<file path="src/hdl/tchrp_pkg.sv">
package tchrp_pkg;
   localparam logic [1:0] ADDR_IRQ_CTRL_STATUS = 2'h0;
   localparam logic [1:0] ADDR_TIMECODE_STATUS = 2'h1;
   localparam logic [1:0] ADDR_INDIRECT_POINTER = 2'h2;
   localparam logic [1:0] ADDR_INDIRECT_DATA = 2'h3;
   // interrupt control/status layout: flags in low nibble, enables high
   localparam int BIT_RX_FRAME_FLAG = 0;
   localparam int BIT_TX_FRAME_FLAG = 1;
   localparam int BIT_VIDEO_LINE_FLAG = 2;
   localparam int BIT_TIMER_FLAG = 3;
   localparam int BIT_IRQ_EN_LSB = 4;
   // timecode status layout
   localparam int BIT_AB_PIN_STATE = 0;
   localparam int BIT_SYNC_PIN_STATE = 1;
   localparam int BIT_CODE_LOCK = 2;
   localparam int BIT_CODE_REVERSE = 3;
   localparam int BIT_GENLOCK_LOCKED = 4;
   localparam int BIT_FIELD_EVEN = 6;
   localparam int BIT_COLOUR_FRAME = 7;
   // pointer layout
   localparam int BIT_POINTER_STEP = 7;
   localparam int INDIRECT_ADDR_W = 6;
   localparam int INDIRECT_DEPTH = 64;
   localparam logic [7:0] RESET_BYTE = 8'h00;
   localparam logic [5:0] RESET_INDIRECT_ADDR = 6'h00;
   // pin synchronisers start at the pins' idle levels: selects and strobes high
   localparam logic [11:0] RESET_PIN_SYNC = 12'h660;
endpackage

</file>
<file path="src/hdl/tchrp_register_port.sv">
`timescale 1ns/1ps
`default_nettype none
module tchrp_register_port (
   input wire logic i_clk_sys,
   input wire logic i_rst_n,
   input wire logic i_master_reset,
   input wire logic i_timecode_port_select_n,
   input wire logic i_serial_port_select_n,
   input wire logic [1:0] i_addr,
   input wire logic i_host_read_strobe_n,
   input wire logic i_host_write_strobe_n,
   input wire logic [7:0] i_data,
   output logic [7:0] o_data,
   output logic o_data_oe,
   output logic o_serial_port_access,
   output logic o_host_irq,
   input wire logic i_rx_frame_done,
   input wire logic i_tx_buffer_load,
   input wire logic i_tx_enable_bit,
   input wire logic i_video_line_passed,
   input wire logic i_timer_expired,
   input wire logic i_code_lock,
   input wire logic i_code_reverse,
   input wire logic i_genlock_locked,
   input wire logic i_field_even,
   input wire logic i_colour_frame,
   input wire logic i_ab_pin,
   input wire logic i_sync_pin,
   output logic [5:0] o_ind_addr,
   output logic [7:0] o_ind_wdata,
   output logic o_ind_write,
   output logic o_ind_read,
   input wire logic [7:0] i_ind_rdata
);
   import tchrp_pkg::*;

   // two-flop synchronisers on every host pin and async level
   localparam int NSYNC = 12;
   logic [NSYNC-1:0] sync1_ff;
   logic [NSYNC-1:0] sync2_ff;
   logic [7:0] wdata1_ff;
   logic [7:0] wdata2_ff;
   always_ff @(posedge i_clk_sys or negedge i_rst_n) begin
      if (!i_rst_n) begin
         sync1_ff <= RESET_PIN_SYNC; // avoids a false access right after reset
         sync2_ff <= RESET_PIN_SYNC;
         wdata1_ff <= RESET_BYTE;
         wdata2_ff <= RESET_BYTE;
      end else begin
         sync1_ff <= {i_master_reset, i_timecode_port_select_n, i_serial_port_select_n, i_addr,
                      i_host_read_strobe_n, i_host_write_strobe_n, i_ab_pin, i_sync_pin,
                      i_colour_frame, i_field_even, i_genlock_locked};
         sync2_ff <= sync1_ff;
         wdata1_ff <= i_data;
         wdata2_ff <= wdata1_ff;
      end
   end

   logic mrst;
   logic cs_n;
   logic ucs_n;
   logic [1:0] addr;
   logic rd_n;
   logic wr_n;
   logic ab_s;
   logic sync_s;
   logic cf_s;
   logic fe_s;
   logic gl_s;
   assign {mrst, cs_n, ucs_n, addr, rd_n, wr_n, ab_s, sync_s, cf_s, fe_s, gl_s} = sync2_ff;

   // access is select low together with a strobe low
   logic rd_act;
   logic wr_act;
   logic rd_prev_ff;
   logic wr_prev_ff;
   assign rd_act = !cs_n && !rd_n;
   assign wr_act = !cs_n && !wr_n;
   logic rd_start;
   logic rd_end;
   logic wr_end;
   assign rd_start = rd_act && !rd_prev_ff;
   assign rd_end = !rd_act && rd_prev_ff;
   assign wr_end = !wr_act && wr_prev_ff;

   // register address latched at strobe start, held through the cycle
   logic [1:0] acc_addr_ff;
   logic [7:0] wlatch_ff;
   always_ff @(posedge i_clk_sys or negedge i_rst_n) begin
      if (!i_rst_n) begin
         rd_prev_ff <= 1'b0;
         wr_prev_ff <= 1'b0;
         acc_addr_ff <= 2'h0;
         wlatch_ff <= RESET_BYTE;
      end else begin
         rd_prev_ff <= rd_act;
         wr_prev_ff <= wr_act;
         if ((rd_act && !rd_prev_ff) || (wr_act && !wr_prev_ff)) begin
            acc_addr_ff <= addr;
         end
         if (wr_act) begin
            wlatch_ff <= wdata2_ff; // data sampled until strobe rises
         end
      end
   end

   // serial port select only flagged out; its registers live elsewhere
   always_ff @(posedge i_clk_sys or negedge i_rst_n) begin
      if (!i_rst_n) begin
         o_serial_port_access <= 1'b0;
      end else begin
         o_serial_port_access <= !ucs_n && (!rd_n || !wr_n);
      end
   end

   // interrupt flags; a new event outranks the clearing read
   logic [3:0] flags_ff;
   logic [3:0] irq_en_ff;
   logic [3:0] events;
   logic clr_flags;
   assign events[BIT_RX_FRAME_FLAG] = i_rx_frame_done;
   assign events[BIT_TX_FRAME_FLAG] = i_tx_buffer_load && i_tx_enable_bit;
   assign events[BIT_VIDEO_LINE_FLAG] = i_video_line_passed;
   assign events[BIT_TIMER_FLAG] = i_timer_expired;
   // clear at the end of the read so the host sees the flags it clears
   assign clr_flags = rd_end && acc_addr_ff == ADDR_IRQ_CTRL_STATUS;
   always_ff @(posedge i_clk_sys or negedge i_rst_n) begin
      if (!i_rst_n) begin
         flags_ff <= 4'h0;
      end else if (mrst) begin
         flags_ff <= 4'h0;
      end else begin
         flags_ff <= (clr_flags ? 4'h0 : flags_ff) | events;
      end
   end

   // enables are host written and survive the clearing read
   always_ff @(posedge i_clk_sys or negedge i_rst_n) begin
      if (!i_rst_n) begin
         irq_en_ff <= 4'h0;
      end else if (mrst) begin
         irq_en_ff <= 4'h0;
      end else if (wr_end && acc_addr_ff == ADDR_IRQ_CTRL_STATUS) begin
         irq_en_ff <= wlatch_ff[BIT_IRQ_EN_LSB +: 4];
      end
   end

   // active-high request line
   always_ff @(posedge i_clk_sys or negedge i_rst_n) begin
      if (!i_rst_n) begin
         o_host_irq <= 1'b0;
      end else begin
         o_host_irq <= |(flags_ff & irq_en_ff);
      end
   end

   // pointer: step bit plus six-bit indirect address
   logic step_ff;
   logic [INDIRECT_ADDR_W-1:0] ind_addr_ff;
   logic win_end;
   assign win_end = (rd_end || wr_end) && acc_addr_ff == ADDR_INDIRECT_DATA;
   always_ff @(posedge i_clk_sys or negedge i_rst_n) begin
      if (!i_rst_n) begin
         step_ff <= 1'b0;
         ind_addr_ff <= RESET_INDIRECT_ADDR;
      end else if (mrst) begin
         step_ff <= 1'b0;
         ind_addr_ff <= RESET_INDIRECT_ADDR;
      end else if (wr_end && acc_addr_ff == ADDR_INDIRECT_POINTER) begin
         step_ff <= wlatch_ff[BIT_POINTER_STEP];
         ind_addr_ff <= wlatch_ff[INDIRECT_ADDR_W-1:0];
      end else if (win_end && step_ff) begin
         ind_addr_ff <= ind_addr_ff + 6'h01; // wraps at 64
      end
   end

   // window strobes toward the 64 internal registers
   always_ff @(posedge i_clk_sys or negedge i_rst_n) begin
      if (!i_rst_n) begin
         o_ind_addr <= RESET_INDIRECT_ADDR;
         o_ind_wdata <= RESET_BYTE;
         o_ind_write <= 1'b0;
         o_ind_read <= 1'b0;
      end else begin
         o_ind_addr <= ind_addr_ff;
         o_ind_wdata <= wlatch_ff;
         o_ind_write <= wr_end && acc_addr_ff == ADDR_INDIRECT_DATA;
         o_ind_read <= rd_start && addr == ADDR_INDIRECT_DATA;
      end
   end

   // status byte; reverse bit forced low when unlocked
   logic [7:0] status;
   always_comb begin
      status = RESET_BYTE;
      status[BIT_AB_PIN_STATE] = ab_s;
      status[BIT_SYNC_PIN_STATE] = sync_s;
      status[BIT_CODE_LOCK] = i_code_lock;
      status[BIT_CODE_REVERSE] = i_code_lock && i_code_reverse;
      status[BIT_GENLOCK_LOCKED] = gl_s;
      status[BIT_FIELD_EVEN] = fe_s;
      status[BIT_COLOUR_FRAME] = cf_s;
   end

   function automatic logic [7:0] read_mux(input logic [1:0] a, input logic [7:0] st,
                                           input logic [7:0] ir, input logic [7:0] ptr,
                                           input logic [7:0] ind);
      unique case (a)
         ADDR_IRQ_CTRL_STATUS: read_mux = ir;
         ADDR_TIMECODE_STATUS: read_mux = st;
         ADDR_INDIRECT_POINTER: read_mux = ptr;
         ADDR_INDIRECT_DATA: read_mux = ind;
      endcase
   endfunction

   // read data; status stays live while strobe low, writes ignored there
   always_ff @(posedge i_clk_sys or negedge i_rst_n) begin
      if (!i_rst_n) begin
         o_data <= RESET_BYTE;
         o_data_oe <= 1'b0;
      end else begin
         o_data_oe <= rd_act;
         if (rd_act) begin
            o_data <= read_mux(rd_start ? addr : acc_addr_ff, status, {irq_en_ff, flags_ff},
                               {step_ff, 1'b0, ind_addr_ff}, i_ind_rdata);
         end
      end
   end
endmodule
`default_nettype wire

</file>
<file path="config.mk">
export PLATFORM = sky130hd
export DESIGN_NAME = tchrp_register_port
export DESIGN_NICKNAME = d
export VERILOG_FILES = /design/src/hdl/tchrp_pkg.sv /design/src/hdl/tchrp_register_port.sv
export SDC_FILE = /design/constraint.sdc
export NUM_CORES = 1
export LEC_CHECK = 0
export BUFFER_PORTS_ARGS = -buffer_cell sky130_fd_sc_hd__buf_2
export CELL_PAD_IN_SITES_DETAIL_PLACEMENT = 0
export CELL_PAD_IN_SITES_GLOBAL_PLACEMENT = 2
export CORE_MARGIN = 2
export CORE_UTILIZATION = 40
export CTS_CLUSTER_DIAMETER = 40
export DETAILED_ROUTE_END_ITERATION = 10
export GPL_ROUTABILITY_DRIVEN = 0
export PLACE_DENSITY_LB_ADDON = 0.1
export SLEW_MARGIN = 20
export SYNTH_ARGS = -nofsm -noshare
export SYNTH_HDL_FRONTEND = slang
export SYNTH_SLANG_ARGS = --single-unit
</file>
<file path="constraint.sdc">
create_clock -name i_clk_sys -period 2.7 [get_ports i_clk_sys]
set_input_delay 0.135 -clock i_clk_sys [delete_from_list [all_inputs] [get_ports i_clk_sys]]
set_output_delay 0.135 -clock i_clk_sys [all_outputs]
set_load 0.03 [all_outputs]
</file>
# Word level (Yosys, flattened, before mapping)
# Index checks and enable logic that the tools add are counted.
[op_classes]
n_reduce_logical = 33
n_eq_ne = 6
n_addsub = 1
bitwise = 2
mux = 11
[ops]
columns = ["op", "n"]
rows = [
  ["$pmux 8 s4", 1],
  ["$mux 6", 3],
  ["$logic_and 1x1->1", 16],
  ["$mux 4", 4],
  ["$eq 2x2->1 const B", 5],
  ["$logic_not 1->1", 8],
  ["$add 6x1->6 const B", 1],
  ["$and 4x4->4", 1],
  ["$logic_not 2->1", 2],
  ["$or 4x4->4", 1],
  ["$reduce_bool 2->1", 2],
  ["$reduce_or 4->1", 1],
  ["$logic_or 1x1->1", 3],
  ["$reduce_bool 3->1", 1],
  ["$eq 2x1->1 const B", 1],
  ["$mux 1", 2],
  ["$mux 2", 1],
]
[word_totals]
register_bits = 93
wordCells = 72
in_bits = 37
out_inout_bits = 27

# Depth between registers and ports, before layout
[logic_depth]
ltp_word = 10
depth_mapped = 6
mapped_depth_nobuf = 5

# Least setup slack after synthesis
# Ideal clock, no wire load.
[synth_timing]
path_type = "reg2reg"
startpoint = "register o_data_oe (netlist name)"
endpoint = "register o_data[3]"
setup_ns = 0.129
required_time_ns = 2.571
path_slack_ns = 0.922
path_stages_with_launch = 6
path_buffers = 1
synth_period_minus_slack_ns = 1.778
arrival_time_ns = 1.649
cell_sequence = "dfrtp_1 -> or4b_1 -> buf_2 -> and3_4 -> a221oi_2 -> o21ai_1"
[synth_rtl]
columns = ["element", "line_no", "source"]
rows = [
  ["end signal, assigned", "tchrp_register_port.sv:224", "o_data <= read_mux(rd_start ? addr : acc_addr_ff, status, {irq_en_ff, flags_ff},"],
  ["end, declared", "tchrp_register_port.sv:13", "output logic [7:0] o_data,"],
]

==> results by group <==
Status
  • Status: complete, no violations

Yosys
  • Syn Inst Count: 249
  • Post-synth EDFFs: 0
  • Synthesized area: 3400 µm²
  • Ys Warns: 0
  • Post-synthesis cell type count: 52
  • Mean post-synth cell area: 13.7 µm²
  • Post-Syn Nets: 287
  • Ys flop type: dfrtp_1
  • Seq/Total Area, Yosys: 68.7%
  • FFs w/ async S/R, synth: 100%
  • #FFs+latches synth: 93

Power
  • Pleak: 1.94 nW
  • Overall power: 2.86 mW
  • Pwr Density: 678 nW/µm²
  • Peak supply drop: 0.309 mV

Timing
  • RSZ-0062 raised after global routing: no
  • Clock skew: 0.00912 ns
  • Setup tns final: 0 ns
  • Worst slew margin: 49.7%
  • Slew Limit Fails: 0
  • Least-Margin Pin Slew: 0.751 ns
  • Setup-failing EPs final: 0
  • Tmin final: 1.94 ns
  • F_max: 515 MHz
  • Final hold viol count: 0
  • Period utilisation layout: 71.8%
  • Final worst slack: 0.760 ns

Global route
  • First-pass GRT wire length: 11,200 µm
  • Vias in the first global route: 2,207
  • Largest net degree at the start of global routing: 94
  • Overflow after GRT: 0
  • Total Routing Usage GR: 16.6%
  • Initial antenna violation count: 0

Drt
  • DRT iter0 DRCs: 89
  • Met2 routed WL: 3300 µm
  • Max Used Layer: met4
  • Final WL: 7020 µm
  • DR vias: 2,202
  • WL/cell: 15.8 µm
  • DR WL met3: 377 µm
  • M1 WL: 3280 µm
  • DRT Pass-1 Iters: 8
  • Post-route DRC violation count: 0
  • Post-route ant nets: 0
  • Vias per cell: 4.95

Setup path
  • CP max FO: 15
  • Slowest Stage Delay on Critical Path: 0.71 ns
  • Req. time, crit path: 2.93 ns
  • WS Path Type: reg -> reg
  • Critical Path Source Type: flip-flop
  • Crit-path slowest cell: or4b_1
  • CP Capture Type: flip-flop
  • Crit-path cells: or4b_1 -> and3_4 -> a221oi_2 -> o21ai_1
  • WP data arrival: 2.17 ns

Clock network
  • Later-pin clock latency in the skew report: 0.36 ns
  • # Post-CTS Setup Buffers: 0
  • CTS Buffer Depth: 2
  • CTS tree: yes
  • CTS buffer count: 9
  • Clk slew on worst S/H paths: 0.10 ns
  • # clock sinks: 93
  • H-tree depth reported by CTS: 3
  • Clk root buf: clkbuf_8
  • Post-cts resize count: 0
  • Hold_buf cts: 22

Floorplanning
  • Die H: 96.3 µm
  • Core ar.: 8220 µm²
  • DIE AREA: 9270 µm²
  • Ports: 64
  • DIE WIDTH: 96.3 µm
  • Rows: 33
  • Initial Util: 41.4%

Hold path
  • Hold crit path type: in -> reg

Final layout
  • Layout cells sized above 1: 32.1%
  • Storage element area: 2340 µm²
  • Final std cells w/o fill: 445
  • Commonest non-fill, non-tap cells in the layout: 85 x dfrtp_1, 62 x buf_2, 22 x dlygate4sd3_1, 18 x nand2_1, 16 x nor2_1
  • Fill cells: 729
  • Area Overhead vs Synth: 23.7%
  • Antenna Cells: 0
  • Multi-input logic area: 973 µm²
  • Nets@finish: 373
  • Core Util, Final: 51.3%
  • Commonest non-fill, non-tap cell in the layout: dfrtp_1

Run
  • MaxCap Viol Count: 0

Place
  • Port buffer count: 63
  • Hpwl dp: 4620 µm
  • Post-Place Worst Slack: 0.772 ns
  • Post-Place Cells: 407
-- worst paths after layout --
check	startpoint	to	slack, ns	cells after the start
max	o_data_oe$_DFF_PN0_	o_data[3]$_DFFE_PN0P_	0.76	4
min in group asynchronous	i_rst_n	sync2_ff[1]$_DFF_PN0_	0.35	3
max reg2reg	o_data_oe$_DFF_PN0_	o_data[3]$_DFFE_PN0P_	0.76	4
min	i_timer_expired	flags_ff[3]$_DFF_PN0_	0.02	3
max in group asynchronous	i_rst_n	sync1_ff[6]$_DFF_PN1_	1.95	3
min reg2reg	wdata1_ff[3]$_DFF_PN0_	wdata2_ff[3]$_DFF_PN0_	0.35	0
-- cell type report --
class | instances | share of cell area, %
clock inverter | 7 | 1.37
multi-input combinational | 137 | 23.1
inverter | 8 | 0.713
clock buffer | 9 | 2.94
sequential | 93 | 55.5
timing repair buffer | 86 | 13.3
tap | 105 | 3.12
-- sequential cells by signal, summed over array words and instances, names as in the netlist, 6 cells and up --
| name | cells |
|---|---|
| sync1_ff | 12 |
| sync2_ff | 12 |
| o_data | 8 |
| o_ind_wdata | 8 |
| wdata1_ff | 8 |
| wdata2_ff | 8 |
| wlatch_ff | 8 |
| ind_addr_ff | 6 |
| o_ind_addr | 6 |
-- cells by family after synthesis --
family | synth area share, %
multiplexers | 6.58
buffers and inverters | 2.76
AO/OA/AOI/OAI | 12.5
XOR/XNOR | 0.257
flip-flops | 68.7
AND/OR/NAND/NOR | 8.89
adder cells (fa/ha/maj) | 0.367
-- cells in the mapped netlist (2+ instances only) --
library cell,count,area [µm²]
a22oi_1,4,30.0
o211a_1,3,30.0
nand3_1,2,10.0
a2bb2oi_1,2,17.5
nand2b_1,3,18.8
clkinv_1,2,7.51
mux2_2,11,124
inv_1,6,22.5
o21ai_1,7,35.0
nor2_1,16,60.1
o32ai_1,3,26.3
dfstp_2,8,210
buf_2,6,30.0
a211oi_1,2,15.0
nand2_1,18,67.6
dfrtp_1,85,2130
or3_1,3,18.8
nor3_1,3,15.0
a222oi_1,2,20.0
buf_6,2,22.5
o221ai_1,5,43.8
nor2b_1,3,18.8
mux2i_1,10,100
clkbuf_1,2,7.51
a21oi_1,10,50.1
o21ai_0,4,20.0
a21o_1,2,15.0
-- critical path, delay by kind of cell, from the launching register on --
family / cells / cell delay, ns
flip-flops: 1 / 0.57
AND/OR/NAND/NOR: 2 / 0.95
AO/OA/AOI/OAI: 2 / 0.30
-- metrics by stage --
| step | hold WS (ns) | area [µm²] |
|---|---|---|
| 6_report | 0.0196 | 4210 |
| 5_1_grt | 0.0131 | 4210 |
| 4_1_cts | 0.00315 | 4210 |
| 3_5_place_dp | 0.220 | 3810 |
| 3_3_place_gp | 0.219 | 3810 |
| 2_1_floorplan | -0.161 | 3400 |
-- power breakdown --
part / internal (mW) / total [mW] / switching, mW
registers: 1.51 / 1.60 / 0.0914
logic: 0.162 / 0.402 / 0.239
clock network: 0.347 / 0.856 / 0.508
total: 2.02 / 2.86 / 0.839
-- metal layers --
layer  track usage [%]  up-vias
met5                 0        -
met4              5.24        0
met3              4.78        5
met2              25.1       57
met1              23.1     1086
li1                  -     1054
Power figures use the tool's default switching activity.
